<file path="src/rtl/pmcs_pkg.sv">
/*
 * Constants for the power-mode and clock-source controller.
 * Assumes one 40 MHz system clock; oscillators arrive as
 * asynchronous levels from outside the domain.
 */
package pmcs_pkg;

    // ------------------------------------------------------------
    // Control register layout
    // ------------------------------------------------------------
    localparam int          CTL_IDLE_BIT   = 7;
    localparam int          CTL_PRIMARY_RUN_MODE    = 3;
    localparam int          CTL_SEL_HI     = 1;
    localparam int          CTL_SEL_LO     = 0;
    localparam int          TMR_RUN_BIT    = 6;
    localparam logic [7:0]  CTL_RESET      = 8'h00;
    localparam logic [1:0]  SEL_PRIMARY    = 2'h0;
    localparam logic [1:0]  SEL_TIMER      = 2'h1;

    // ------------------------------------------------------------
    // Transition timing, in cycles of the source clock
    // ------------------------------------------------------------
    localparam logic [2:0]  OLD_CYCLES     = 3'h2;
    localparam logic [2:0]  NEW_CYCLES     = 3'h3;

    // ------------------------------------------------------------
    // Types
    // ------------------------------------------------------------
    typedef enum logic [1:0] {
        PMCS_SRC_PRI = 2'h0,
        PMCS_SRC_TMR = 2'h1,
        PMCS_SRC_INT = 2'h2
    } pmcs_src_e;

    typedef enum logic [4:0] {
        PMCS_RUN    = 5'b00001,
        PMCS_OLD    = 5'b00010,
        PMCS_WAIT   = 5'b00100,
        PMCS_NEW    = 5'b01000,
        PMCS_SLEEP  = 5'b10000
    } pmcs_state_e;

endpackage : pmcs_pkg

</file>
<file path="src/rtl/pmcs_edge_sync.sv">
/*
 * Synchroniser and rising-edge detector for one oscillator input.
 * Assumes the input is asynchronous to clk and slower than clk/2.
 */
`timescale 1ns/1ps
module pmcs_edge_sync (
    input  wire logic clk,        // System clock
    input  wire logic sys_rst,    // Synchronous reset
    input  wire logic osc_in,     // Asynchronous oscillator level
    output logic      osc_rise    // One-cycle pulse per rising edge
);
    logic [2:0] sync_q;
    logic       level_q;

    always_ff @(posedge clk) begin
        if (sys_rst) begin
            sync_q <= 3'h0;
        end else begin
            sync_q <= {sync_q[1:0], osc_in};
        end
    end

    // Level changes only once stages two and three agree
    always_ff @(posedge clk) begin
        if (sys_rst) begin
            level_q <= 1'b0;
        end else if (sync_q[1] == sync_q[2]) begin
            level_q <= sync_q[2];
        end
    end

    assign osc_rise = (sync_q[1] == sync_q[2]) && sync_q[2] && !level_q;

endmodule // pmcs_edge_sync

</file>
<file path="src/rtl/pmcs_ctrl.sv">
/*
 * Power-mode controller and glitch-free clock-source switcher.
 * Oscillator outputs arrive as asynchronous levels and are sampled
 * on clk; gate enables are issued from flip-flops. Assumes the core
 * pulses sleep_exec once per sleep instruction and wake_req on exit.
 */
`timescale 1ns/1ps

// Behaviour
// - Writing a new clock select starts a switch once timer is enabled or primary ready; internal at once.
// - Only the sleep instruction enters Idle or Sleep; idle bit picks which.
// - Idle bit 0 at sleep: stop CPU, peripherals and all sources; internal stays powered if WDT or monitor.
// - Run clocks CPU and peripherals; 00 primary, 01 timer, 1x internal.
// - Idle bit 1 at sleep: CPU stops, peripherals stay on selected source.
// - Idle bit is sampled afresh at every sleep instruction.
// - Switch pauses two old-source cycles plus three new-source cycles.
// - Primary-running flag at control bit 3, timer flag at timer bit 6.
// - Reset starts in primary Run with primary flag set, unless two-speed and primary not ready.
// - Select 01 moves to timer, stops primary, sets timer flag only.
// - Select 01 with timer oscillator disabled does not enter secondary.
// - Timer enabled but not oscillating withholds clocks until it starts.
// - Timer to primary: stay on timer until primary ready, timer keeps on.
// - Select hi bit 1 picks internal; low bit ignored; primary stops.
// - Internal to primary waits for primary ready; control bits unchanged.
// - Internal oscillator keeps running after leaving it if WDT or monitor.
// - Entering or leaving internal mode always incurs the switch pause.
// - Idle bit at control bit 7, select field at bits 1:0, writable.
module pmcs_ctrl
    import pmcs_pkg::*;
(
    input  wire logic       clk,             // 40 MHz system clock
    input  wire logic       sys_rst,         // Synchronous reset
    input  wire logic       ctl_wr,          // Control register write
    input  wire logic [7:0] ctl_wdata,       // Control write data
    input  wire logic       sleep_exec,      // Sleep instruction pulse
    input  wire logic       wake_req,        // Wake event pulse
    input  wire logic       two_speed_en,    // Two-speed start-up strap
    input  wire logic       timer_osc_enable,// Timer oscillator enable
    input  wire logic       wdt_en,          // Watchdog enabled
    input  wire logic       fscm_en,         // Fail-safe monitor enabled
    input  wire logic       pri_osc,         // Primary oscillator level
    input  wire logic       tmr_osc,         // Timer oscillator level
    input  wire logic       int_osc,         // Internal oscillator level
    input  wire logic       pri_ready,       // Primary start-up complete
    output logic [7:0]      osc_control_reg, // Control register readback
    output logic            timer_osc_running_flag, // Timer source active
    output logic [2:0]      src_gate_en,     // Per-source gate {int,tmr,pri}
    output logic            cpu_clk_en,      // CPU clock enable
    output logic            periph_clk_en,   // Peripheral clock enable
    output logic            pri_osc_on,      // Primary oscillator power
    output logic            int_osc_on       // Internal oscillator power
);
    // ------------------------------------------------------------
    // Oscillator edge detection
    // ------------------------------------------------------------
    logic [2:0] osc_lvl;
    logic [2:0] osc_rise;
    assign osc_lvl = {int_osc, tmr_osc, pri_osc};

    genvar g;
    generate
        for (g = 0; g < 3; g++) begin : g_sync
            pmcs_edge_sync u_sync (
                .clk      (clk),
                .sys_rst  (sys_rst),
                .osc_in   (osc_lvl[g]),
                .osc_rise (osc_rise[g])
            );
        end
    endgenerate

    // ------------------------------------------------------------
    // Control register
    // ------------------------------------------------------------
    logic       idle_enable_q;
    logic [1:0] clock_select_q;
    logic       primary_running_flag_q;
    logic       tmr_flag_q;

    always_ff @(posedge clk) begin
        if (sys_rst) begin
            idle_enable_q  <= CTL_RESET[CTL_IDLE_BIT];
            clock_select_q <= CTL_RESET[CTL_SEL_HI:CTL_SEL_LO];
        end else if (ctl_wr) begin
            idle_enable_q  <= ctl_wdata[CTL_IDLE_BIT];
            clock_select_q <= ctl_wdata[CTL_SEL_HI:CTL_SEL_LO];
        end
    end

    // Requested source: hi bit wins, lo bit ignored
    pmcs_src_e req_src;
    always_comb begin
        if (clock_select_q[CTL_SEL_HI]) begin
            req_src = PMCS_SRC_INT;
        end else if (clock_select_q == SEL_TIMER) begin
            req_src = PMCS_SRC_TMR;
        end else begin
            req_src = PMCS_SRC_PRI;
        end
    end

    // ------------------------------------------------------------
    // Switch sequencer
    // ------------------------------------------------------------
    pmcs_state_e state_q;
    pmcs_src_e   cur_src_q;
    pmcs_src_e   new_src_q;
    logic [2:0]  cnt_q;
    logic        idle_q;

    // Target usable now: timer needs enable, primary needs ready
    logic tgt_ok;
    always_comb begin
        case (req_src)
            PMCS_SRC_TMR: tgt_ok = timer_osc_enable;
            PMCS_SRC_PRI: tgt_ok = pri_ready;
            default:      tgt_ok = 1'b1;
        endcase
    end

    logic switch_go;
    assign switch_go = (req_src != cur_src_q) && tgt_ok;

    always_ff @(posedge clk) begin
        if (sys_rst) begin
            state_q   <= PMCS_RUN;
            cur_src_q <= PMCS_SRC_PRI;
            new_src_q <= PMCS_SRC_PRI;
            cnt_q     <= 3'h0;
            idle_q    <= 1'b0;
        end else begin
            case (state_q)
                PMCS_RUN: begin
                    if (sleep_exec) begin
                        idle_q  <= idle_enable_q;
                        if (!idle_enable_q) begin
                            state_q <= PMCS_SLEEP;
                        end
                    end else if (wake_req) begin
                        idle_q <= 1'b0;
                    end else if (switch_go && !idle_q) begin
                        new_src_q <= req_src;
                        cnt_q     <= 3'h0;
                        state_q   <= PMCS_OLD;
                    end
                end
                PMCS_OLD: begin
                    if (osc_rise[cur_src_q]) begin
                        if (cnt_q == OLD_CYCLES - 3'h1) begin
                            cnt_q   <= 3'h0;
                            state_q <= PMCS_WAIT;
                        end else begin
                            cnt_q <= cnt_q + 3'h1;
                        end
                    end
                end
                PMCS_WAIT: begin
                    if (osc_rise[new_src_q]) begin
                        if (cnt_q == NEW_CYCLES - 3'h1) begin
                            cnt_q   <= 3'h0;
                            state_q <= PMCS_NEW;
                        end else begin
                            cnt_q <= cnt_q + 3'h1;
                        end
                    end
                end
                PMCS_NEW: begin
                    cur_src_q <= new_src_q;
                    state_q   <= PMCS_RUN;
                end
                PMCS_SLEEP: begin
                    if (wake_req) begin
                        idle_q  <= 1'b0;
                        state_q <= PMCS_RUN;
                    end
                end
                default: state_q <= PMCS_RUN;
            endcase
        end
    end

    // ------------------------------------------------------------
    // Status flags
    // ------------------------------------------------------------
    always_ff @(posedge clk) begin
        if (sys_rst) begin
            primary_running_flag_q <= 1'b1;
            tmr_flag_q             <= 1'b0;
        end else if (state_q == PMCS_SLEEP) begin
            primary_running_flag_q <= 1'b0;
            tmr_flag_q             <= 1'b0;
        end else if (two_speed_en && cur_src_q == PMCS_SRC_PRI
                     && !pri_ready) begin
            primary_running_flag_q <= 1'b0;
        end else if (state_q == PMCS_NEW) begin
            primary_running_flag_q <= (new_src_q == PMCS_SRC_PRI);
            tmr_flag_q             <= (new_src_q == PMCS_SRC_TMR);
        end else if (state_q == PMCS_RUN && cur_src_q == PMCS_SRC_PRI) begin
            primary_running_flag_q <= pri_ready;
        end
    end

    // ------------------------------------------------------------
    // Output registers
    // ------------------------------------------------------------
    always_ff @(posedge clk) begin
        if (sys_rst) begin
            osc_control_reg        <= CTL_RESET;
            timer_osc_running_flag <= 1'b0;
        end else begin
            osc_control_reg <= {idle_enable_q, 3'h0,
                                primary_running_flag_q, 1'b0,
                                clock_select_q};
            timer_osc_running_flag <= tmr_flag_q;
        end
    end

    // Gate one source at a time; none during the switch gap
    always_ff @(posedge clk) begin
        if (sys_rst) begin
            src_gate_en   <= 3'h1;
            cpu_clk_en    <= 1'b1;
            periph_clk_en <= 1'b1;
        end else begin
            case (state_q)
                PMCS_RUN, PMCS_OLD: begin
                    src_gate_en <= 3'h1 << cur_src_q;
                end
                PMCS_NEW: begin
                    src_gate_en <= 3'h1 << new_src_q;
                end
                default: src_gate_en <= 3'h0;
            endcase
            cpu_clk_en    <= (state_q == PMCS_RUN) && !idle_q
                             && !(sleep_exec);
            periph_clk_en <= ((state_q == PMCS_RUN) || (state_q == PMCS_OLD)
                             || (state_q == PMCS_NEW))
                             && !(sleep_exec && !idle_enable_q);
        end
    end

    // Oscillator power
    always_ff @(posedge clk) begin
        if (sys_rst) begin
            pri_osc_on <= 1'b1;
            int_osc_on <= 1'b1;
        end else if (state_q == PMCS_SLEEP) begin
            pri_osc_on <= 1'b0;
            int_osc_on <= wdt_en || fscm_en;
        end else begin
            pri_osc_on <= (req_src == PMCS_SRC_PRI)
                          || (cur_src_q == PMCS_SRC_PRI);
            int_osc_on <= (req_src == PMCS_SRC_INT)
                          || (cur_src_q == PMCS_SRC_INT)
                          || (new_src_q == PMCS_SRC_INT)
                          || wdt_en || fscm_en;
        end
    end

    // Two arms kept for clarity sleep_exec alone enters.
    // control bits are never written by the sequencer.

endmodule // pmcs_ctrl

</file>
<file path="config.mk">
export PLATFORM = sky130hd
export DESIGN_NAME = pmcs_ctrl
export DESIGN_NICKNAME = d
export VERILOG_FILES = /design/src/rtl/pmcs_pkg.sv /design/src/rtl/pmcs_edge_sync.sv /design/src/rtl/pmcs_ctrl.sv
export SDC_FILE = /design/constraint.sdc
export NUM_CORES = 1
export LEC_CHECK = 0
export BUFFER_PORTS_ARGS = -buffer_cell sky130_fd_sc_hd__buf_4
export CAP_MARGIN = 20
export CELL_PAD_IN_SITES_DETAIL_PLACEMENT = 0
export CELL_PAD_IN_SITES_GLOBAL_PLACEMENT = 1
export CORE_UTILIZATION = 41
export DETAILED_ROUTE_END_ITERATION = 6
export GPL_TIMING_DRIVEN = 1
export HOLD_SLACK_MARGIN = 0.1
export MAX_ROUTING_LAYER = met4
export PLACE_DENSITY_LB_ADDON = 0.3
export SKIP_LAST_GASP = 1
export SYNTH_ARGS = -nofsm -noshare
export SYNTH_HDL_FRONTEND = slang
export SYNTH_SLANG_ARGS = --single-unit
</file>
<file path="constraint.sdc">
create_clock -name clk -period 2 [get_ports clk]
set_input_delay 0.1 -clock clk [delete_from_list [all_inputs] [get_ports clk]]
set_output_delay 0.1 -clock clk [all_outputs]
set_load 0.02 [all_outputs]
</file>
# Word-level counts from Yosys, hierarchy flattened
# Cells that the tools add are included.
# totals
regBits	46
out_inout_bits	16
wordCells	137
# classes
addsub	1
order_cmp	2
eq_ne	28
shifts	2
n_mux	35
n_bitwise	3
n_reduce_logical	43
# ops
cell	count
two-way mux 5 bit	9
two-way mux 3 bit	7
case mux 5 bit (4 select lines)	1
!= test 2 bit (second input constant)	8
logical AND 1 bit	15
two-way mux 1 bit	11
!= test 3 bit (second input constant)	3
case mux 3 bit (3 select lines)	1
logical NOT 1 bit	8
logical OR 1 bit	8
AND reduction 8 bit	1
equality test 2 x 1 -> 1 bit (second input constant)	3
equality test 2 bit (second input constant)	3
logical NOT 2 bit	3
< comparator 2 x 3 -> 1 bit (second input constant)	2
case mux 3 bit (2 select lines)	1
AND reduction 6 bit	1
left shift 1 x 2 -> 3 bit (first input constant)	2
equality test 5 x 1 -> 1 bit (second input constant)	1
equality test 5 x 2 -> 1 bit (second input constant)	1
equality test 5 x 3 -> 1 bit (second input constant)	1
equality test 5 x 4 -> 1 bit (second input constant)	1
equality test 5 bit (second input constant)	1
binary-select mux 1 bit (select 2 bit)	2
14 further kinds	20

# Logic depth before layout (Yosys ltp)
# depth
ltp_word	11
mapped_depth	6
ltp_nobuf	6

# By module
# A second synthesis with hierarchy kept.
# hier_totals
hier_cells	189
hier_area_um2	1814.2
# by_module_without_submodules
mod	instances	cells_each	area_each_um2
pmcs_ctrl	1	156	1420.1
pmcs_edge_sync	3	11	131.4

# Worst setup path after synthesis
# OpenSTA, ideal clock, no wires.
# synth_timing
path_kind	flip-flop to flip-flop
start	reg state_q[2]
end	reg state_q[2]
setup_ns	0.123
arrival_ns	1.691
setup_slack_ns	0.186
stages_incl_launch_ff	7
synth_period_minus_slack_ns	1.814
path_cell_list	dfxtp_1 -> buf_6 -> or3_4 -> or3_4 -> o221a_4 -> nand3_2 -> mux2_1
# synth_via
elab_chain_len	3
word_cells_on_any_way	14
# synth_lines
element	line	rtl
start: declaration	pmcs_ctrl.sv:105	pmcs_state_e state_q;
start signal: assignment	pmcs_ctrl.sv:126	state_q <= PMCS_RUN;
start signal: assignment	pmcs_ctrl.sv:137	state_q <= PMCS_SLEEP;
start signal: assignment	pmcs_ctrl.sv:144	state_q <= PMCS_OLD;
equality test 5 x 1 -> 1 bit (tied with other cells)	pmcs_ctrl.sv:132	case (state_q)
!= test 3 bit (no source line) or != test 2 bit (tied branches)	n/a	
AND reduction 8 bit (no source line)	n/a	
# Several ways; a longest one is shown, not always the timed one.
# A chain may end at the register's enable or synchronous reset.

# Worst setup path in the final report
# layout_timing
start	reg state_q[1]
end	reg state_q[2]
# The elaborated chain is that of the path after synthesis.

==> impl_table.tex <==
\begin{tabular}{lr}
\hline
Metric & Value \\
\hline
\multicolumn{2}{l}{\textbf{Outcome}} \\
\quad Status & finished with violations \\
\quad Failing checks & design-rule violations \\
\multicolumn{2}{l}{\textbf{Power and ir drop}} \\
\quad Power density over the cells & between 700 and 800 mW/mm\^{}2 \\
\quad Part of the power in registers & 0.525 \\
\quad Internal Dissipation & $\sim$1.3 mW \\
\quad Clock network fraction of design power & 0.296 \\
\quad Combinational fraction of design power & 0.180 \\
\quad Switching power summed over all nets & $\sim$0.48 mW \\
\quad Leakage Power & between 1 and 1.5 nW \\
\quad Switching share of power & 0.274 \\
\quad Max rail drop VDD & 0.398 mV \\
\multicolumn{2}{l}{\textbf{Final layout}} \\
\quad \# nets final & 280 \\
\quad Ant. Diodes & 0 \\
\quad Share of post-route cells with drive strength above 1 & 0.207 \\
\quad Cell area after layout & between 0.002 and 0.0025 sq mm \\
\quad Number of flip-flops in the largest register & 9 \\
\quad P\&R area growth vs syn & 23.0\% \\
\multicolumn{2}{l}{\textbf{Setup path}} \\
\quad Kind of start point of the critical path & flip-flop \\
\quad Critical R2R Capture & state\_q[2]\$\_SDFFE\_PP0P\_ \\
\quad Minimum setup slack among reg-to-reg paths & 0.12 ns \\
\quad Number of buffer and inverter stages on the critical path & 0 \\
\quad Worst EP arrival & 2.06 ns \\
\quad Most Frequent Cell on Critical Path & or3\_4 \\
\quad Cells traversed along the worst timing path & or3\_4, or3\_4, o221a\_4, nand3\_2, mux2\_1 \\
\quad Endpoint kind of the worst setup timing path & flip-flop \\
\quad Kind of cell adding the most delay to the critical path & simple AND/OR/NAND/NOR gates \\
\quad Delay contributed by the slowest stage of the critical path & between 0.4 and 0.5 ns \\
\quad R2r startpoint & state\_q[1]\$\_SDFFE\_PP0P\_ \\
\quad Highest fanout seen on the critical path & 6 \\
\quad Data required time at the worst endpoint & approximately 2.2 ns \\
\quad Register-to-Register Path Depth & 5 \\
\quad Cell at the slowest stage of the critical path & or3\_4 \\
\quad Crit Path Category & reg -> reg \\
\multicolumn{2}{l}{\textbf{Placed design}} \\
\quad I/O Buffers & 27 \\
\quad Sum of net half-perimeters after detailed placement & $\sim$2900 microns \\
\quad Area post-placement & around 0.0022 sq mm \\
\quad Routability Congestion & around 0.8 \\
\quad Worst setup timing slack at the placement stage & about 0.14 ns \\
\multicolumn{2}{l}{\textbf{Timing}} \\
\quad FMAX & 533 MHz \\
\quad Final Setup Violations & 0 \\
\quad Max Clock Skew & approximately 0.0026 ns \\
\quad Pins Over Slew Limit & 0 \\
\quad Final hold vios & 0 \\
\quad Post-layout minimum cycle time & between 1.5 and 2 ns \\
\quad Unrepaired setup endpoints after global routing & no \\
\quad Worst Slack Setup Final & approximately 0.12 ns \\
\quad Period Utilization, post-route & 0.939 \\
\quad Sum of negative setup slack & 0 ns \\
\multicolumn{2}{l}{\textbf{Detailed routing}} \\
\quad Final routed wirelength across all metal layers & 4310 microns \\
\quad Detailed-router iteration count before antenna repair & 7 \\
\quad Remaining number of nets flagged by the antenna check after routing & 0 \\
\quad Number of DRC markers after the initial detailed-route iteration & 94 \\
\quad Routed WL per cell & about 14 microns \\
\quad Via count & about 1600 \\
\quad Number of vias per cell & 5.17 \\
\quad DRC violations left & 4 \\
\multicolumn{2}{l}{\textbf{Job}} \\
\quad Max-cap violations & 0 \\
\multicolumn{2}{l}{\textbf{Clock tree}} \\
\quad Number of cells upsized or downsized after cts & 0 \\
\quad CTS Sinks & between 40 and 50 \\
\quad Number of buffers added by the clock tree synthesis step & 5 \\
\quad Insertion delay to the later sink of the worst-skew pair & a little under 0.3 ns \\
\quad Clock transition at the registers of the reported paths & around 0.080 ns \\
\quad CTS tree & built \\
\quad CTS max path bufs & 2 \\
\quad Clock root buffer & clkbuf\_8 \\
\quad Number of H-tree levels & 2 \\
\quad Number of hold-repair buffers added at the cts stage & 11 \\
\quad Post-CTS setup-driven buffer insertion count & 0 \\
\multicolumn{2}{l}{\textbf{GRT}} \\
\quad Global-route usage over all layers & 0.186 \\
\quad Vias in the first global route & 1455 \\
\quad Grt total ovfl & 0 \\
\quad Antenna violations before repair & 0 \\
\quad Global-route wire length before repair & 7000 microns \\
\quad Pin count of the biggest net entering global routing & 39 \\
\multicolumn{2}{l}{\textbf{Floorplan}} \\
\quad Initial Utilization & 0.439 \\
\quad Number of standard-cell rows in the floorplan & 24 \\
\quad Area of the core & between 0.004 and 0.005 sq mm \\
\quad Full die area & between 0.005 and 0.006 sq mm \\
\quad I/O pin total & 37 \\
\quad Chip height & slightly above 70 microns \\
\quad Overall die width & between 70 and 80 microns \\
\multicolumn{2}{l}{\textbf{Synth}} \\
\quad Netlist Area Pre-Place & roughly 0.0020 sq mm \\
\quad Count of yosys warnings during synthesis & 0 \\
\quad Top cell type's share of synthesized area & 0.428 \\
\quad Cell with the most instances after synthesis & dfxtp\_1 \\
\quad Synth Instances & between 200 and 250 \\
\quad Mean Syn Cell Area & between 9 and 10 sq um \\
\quad EDFF count, synth & 0 \\
\quad Register area share after synthesis & 0.428 \\
\quad Post-synthesis cell type count & 49 \\
\quad Share of synthesized registers carrying an async set or reset & 0 \\
\quad Most used flip-flop cell after synthesis & dfxtp\_1 \\
\quad Largest area contributor in the netlist & dfxtp\_1 \\
\quad Top post-synthesis cells by area & dfxtp\_1, nor2b\_1, mux2i\_1 \\
\quad Most instantiated cells after synthesis & dfxtp\_1, nor2\_1, nor2b\_1, mux2i\_1, nand2b\_1 \\
\quad Number of synthesized register bits & 42 \\
\multicolumn{2}{l}{\textbf{Hold path}} \\
\quad Worst Min Path Start & sleep\_exec \\
\quad Hold Path Class & in -> reg \\
\quad Worst hold stages & 3 \\
\quad Hold Crit Endpoint & state\_q[4]\$\_SDFFE\_PP0P\_ \\
\hline
\end{tabular}
==> worst max path at each step <==
stage,from,to,slack [ns],cells past startpoint
global route,state_q[0]$_SDFFE_PP1P_,cnt_q[1]$_SDFFE_PP0P_,0.03,5
floorplan,state_q[2]$_SDFFE_PP0P_,state_q[2]$_SDFFE_PP0P_,0.19,6
CTS,state_q[1]$_SDFFE_PP0P_,state_q[2]$_SDFFE_PP0P_,0.13,5
finish,state_q[1]$_SDFFE_PP0P_,state_q[2]$_SDFFE_PP0P_,0.12,5
global placement,state_q[1]$_SDFFE_PP0P_,state_q[2]$_SDFFE_PP0P_,0.17,5
detailed placement,state_q[1]$_SDFFE_PP0P_,state_q[2]$_SDFFE_PP0P_,0.14,5
==> power groups by stage <==
stage,Clock [mW],Combinational (mW),Sequential [mW]
after floorplan,0,0.178,0.947
after global placement,0,0.291,0.934
after detailed placement,0,0.291,0.934
after CTS,0.530,0.311,0.914
after global routing,0.562,0.344,0.921
final,0.515,0.313,0.914
==> kinds of logic (layout without fill, tap and decap cells) <==
| group | Yosys count | after routing | synth area share |
|---|---|---|---|
| AND/OR/NAND/NOR | 95 | 95 | 0.276 |
| flip-flops | 42 | 42 | 0.428 |
| AO/OA/AOI/OAI | 38 | 38 | 0.141 |
| buffers and inverters | 16 | 57 | 0.0465 |
| multiplexers | 14 | 14 | 0.0751 |
| adder cells (fa/ha/maj) | 3 | 3 | 0.0191 |
| XOR/XNOR | 3 | 3 | 0.0134 |
| other | 1 | 4 | 0.00191 |
==> per-layer routing <==
layer / global-route usage / part of all wire / vias to the layer above
li1: - / - / 822
met1: 0.233 / 0.48 / 727
met2: 0.298 / 0.46 / 37
met3: 0.0394 / 0.038 / 7
met4: 0.0600 / 0.014 / 0
met5: - / 0 / -
==> area by class of cell <==
| type | instances | area, sq um |
|---|---|---|
| Multi-Input combinational cell | 157 | 1040 |
| Fill cell | 419 | 2060 |
| Inverter | 4 | 15.0 |
| Tap cell | 52 | 65.1 |
| Clock buffer | 5 | 68.8 |
| Sequential cell | 42 | 841 |
| Clock inverter | 2 | 10.0 |
| Timing Repair Buffer | 46 | 373 |
==> cells in the final DEF (no fill, tap or decap), drive strengths merged, types with 3 or more instances in the layout <==
cell / netlist / layout
inv: 4 / 4
nor2b: 21 / 21
o21ai: 11 / 11
nand2b: 10 / 10
ha: 3 / 3
nor3: 7 / 7
nand3b: 3 / 3
nor2: 26 / 26
nand2: 9 / 9
dfxtp: 42 / 42
o31ai: 3 / 3
a21oi: 9 / 9
clkbuf: 3 / 5
nor3b: 5 / 5
dlygate4sd3: 0 / 11
mux2i: 11 / 11
buf: 9 / 35
conb: 1 / 4
mux2: 3 / 3
nand3: 5 / 5
==> worst register-to-register path, delay by kind of cell, from the launching register on <==
kind	cells	cell delay, ns
compound gates	1	0.15
flops	1	0.37
mux	1	0.33
simple gates	3	0.93
==> metrics by stage <==
| step | power (mW) | cells | utilization | hold slack [ns] |
|---|---|---|---|---|
| 2_1_floorplan | 1.13 | 215 | - | 0.202 |
| 3_3_place_gp | 1.22 | 290 | 0.498 | 0.308 |
| 3_5_place_dp | 1.23 | 290 | 0.498 | 0.317 |
| 4_1_cts | 1.76 | 308 | 0.540 | 0.110 |
| 5_1_grt | 1.83 | 308 | 0.540 | 0.126 |
| 6_report | 1.74 | 308 | 0.540 | 0.112 |
Note: power is estimated with default switching activity, not from simulation.
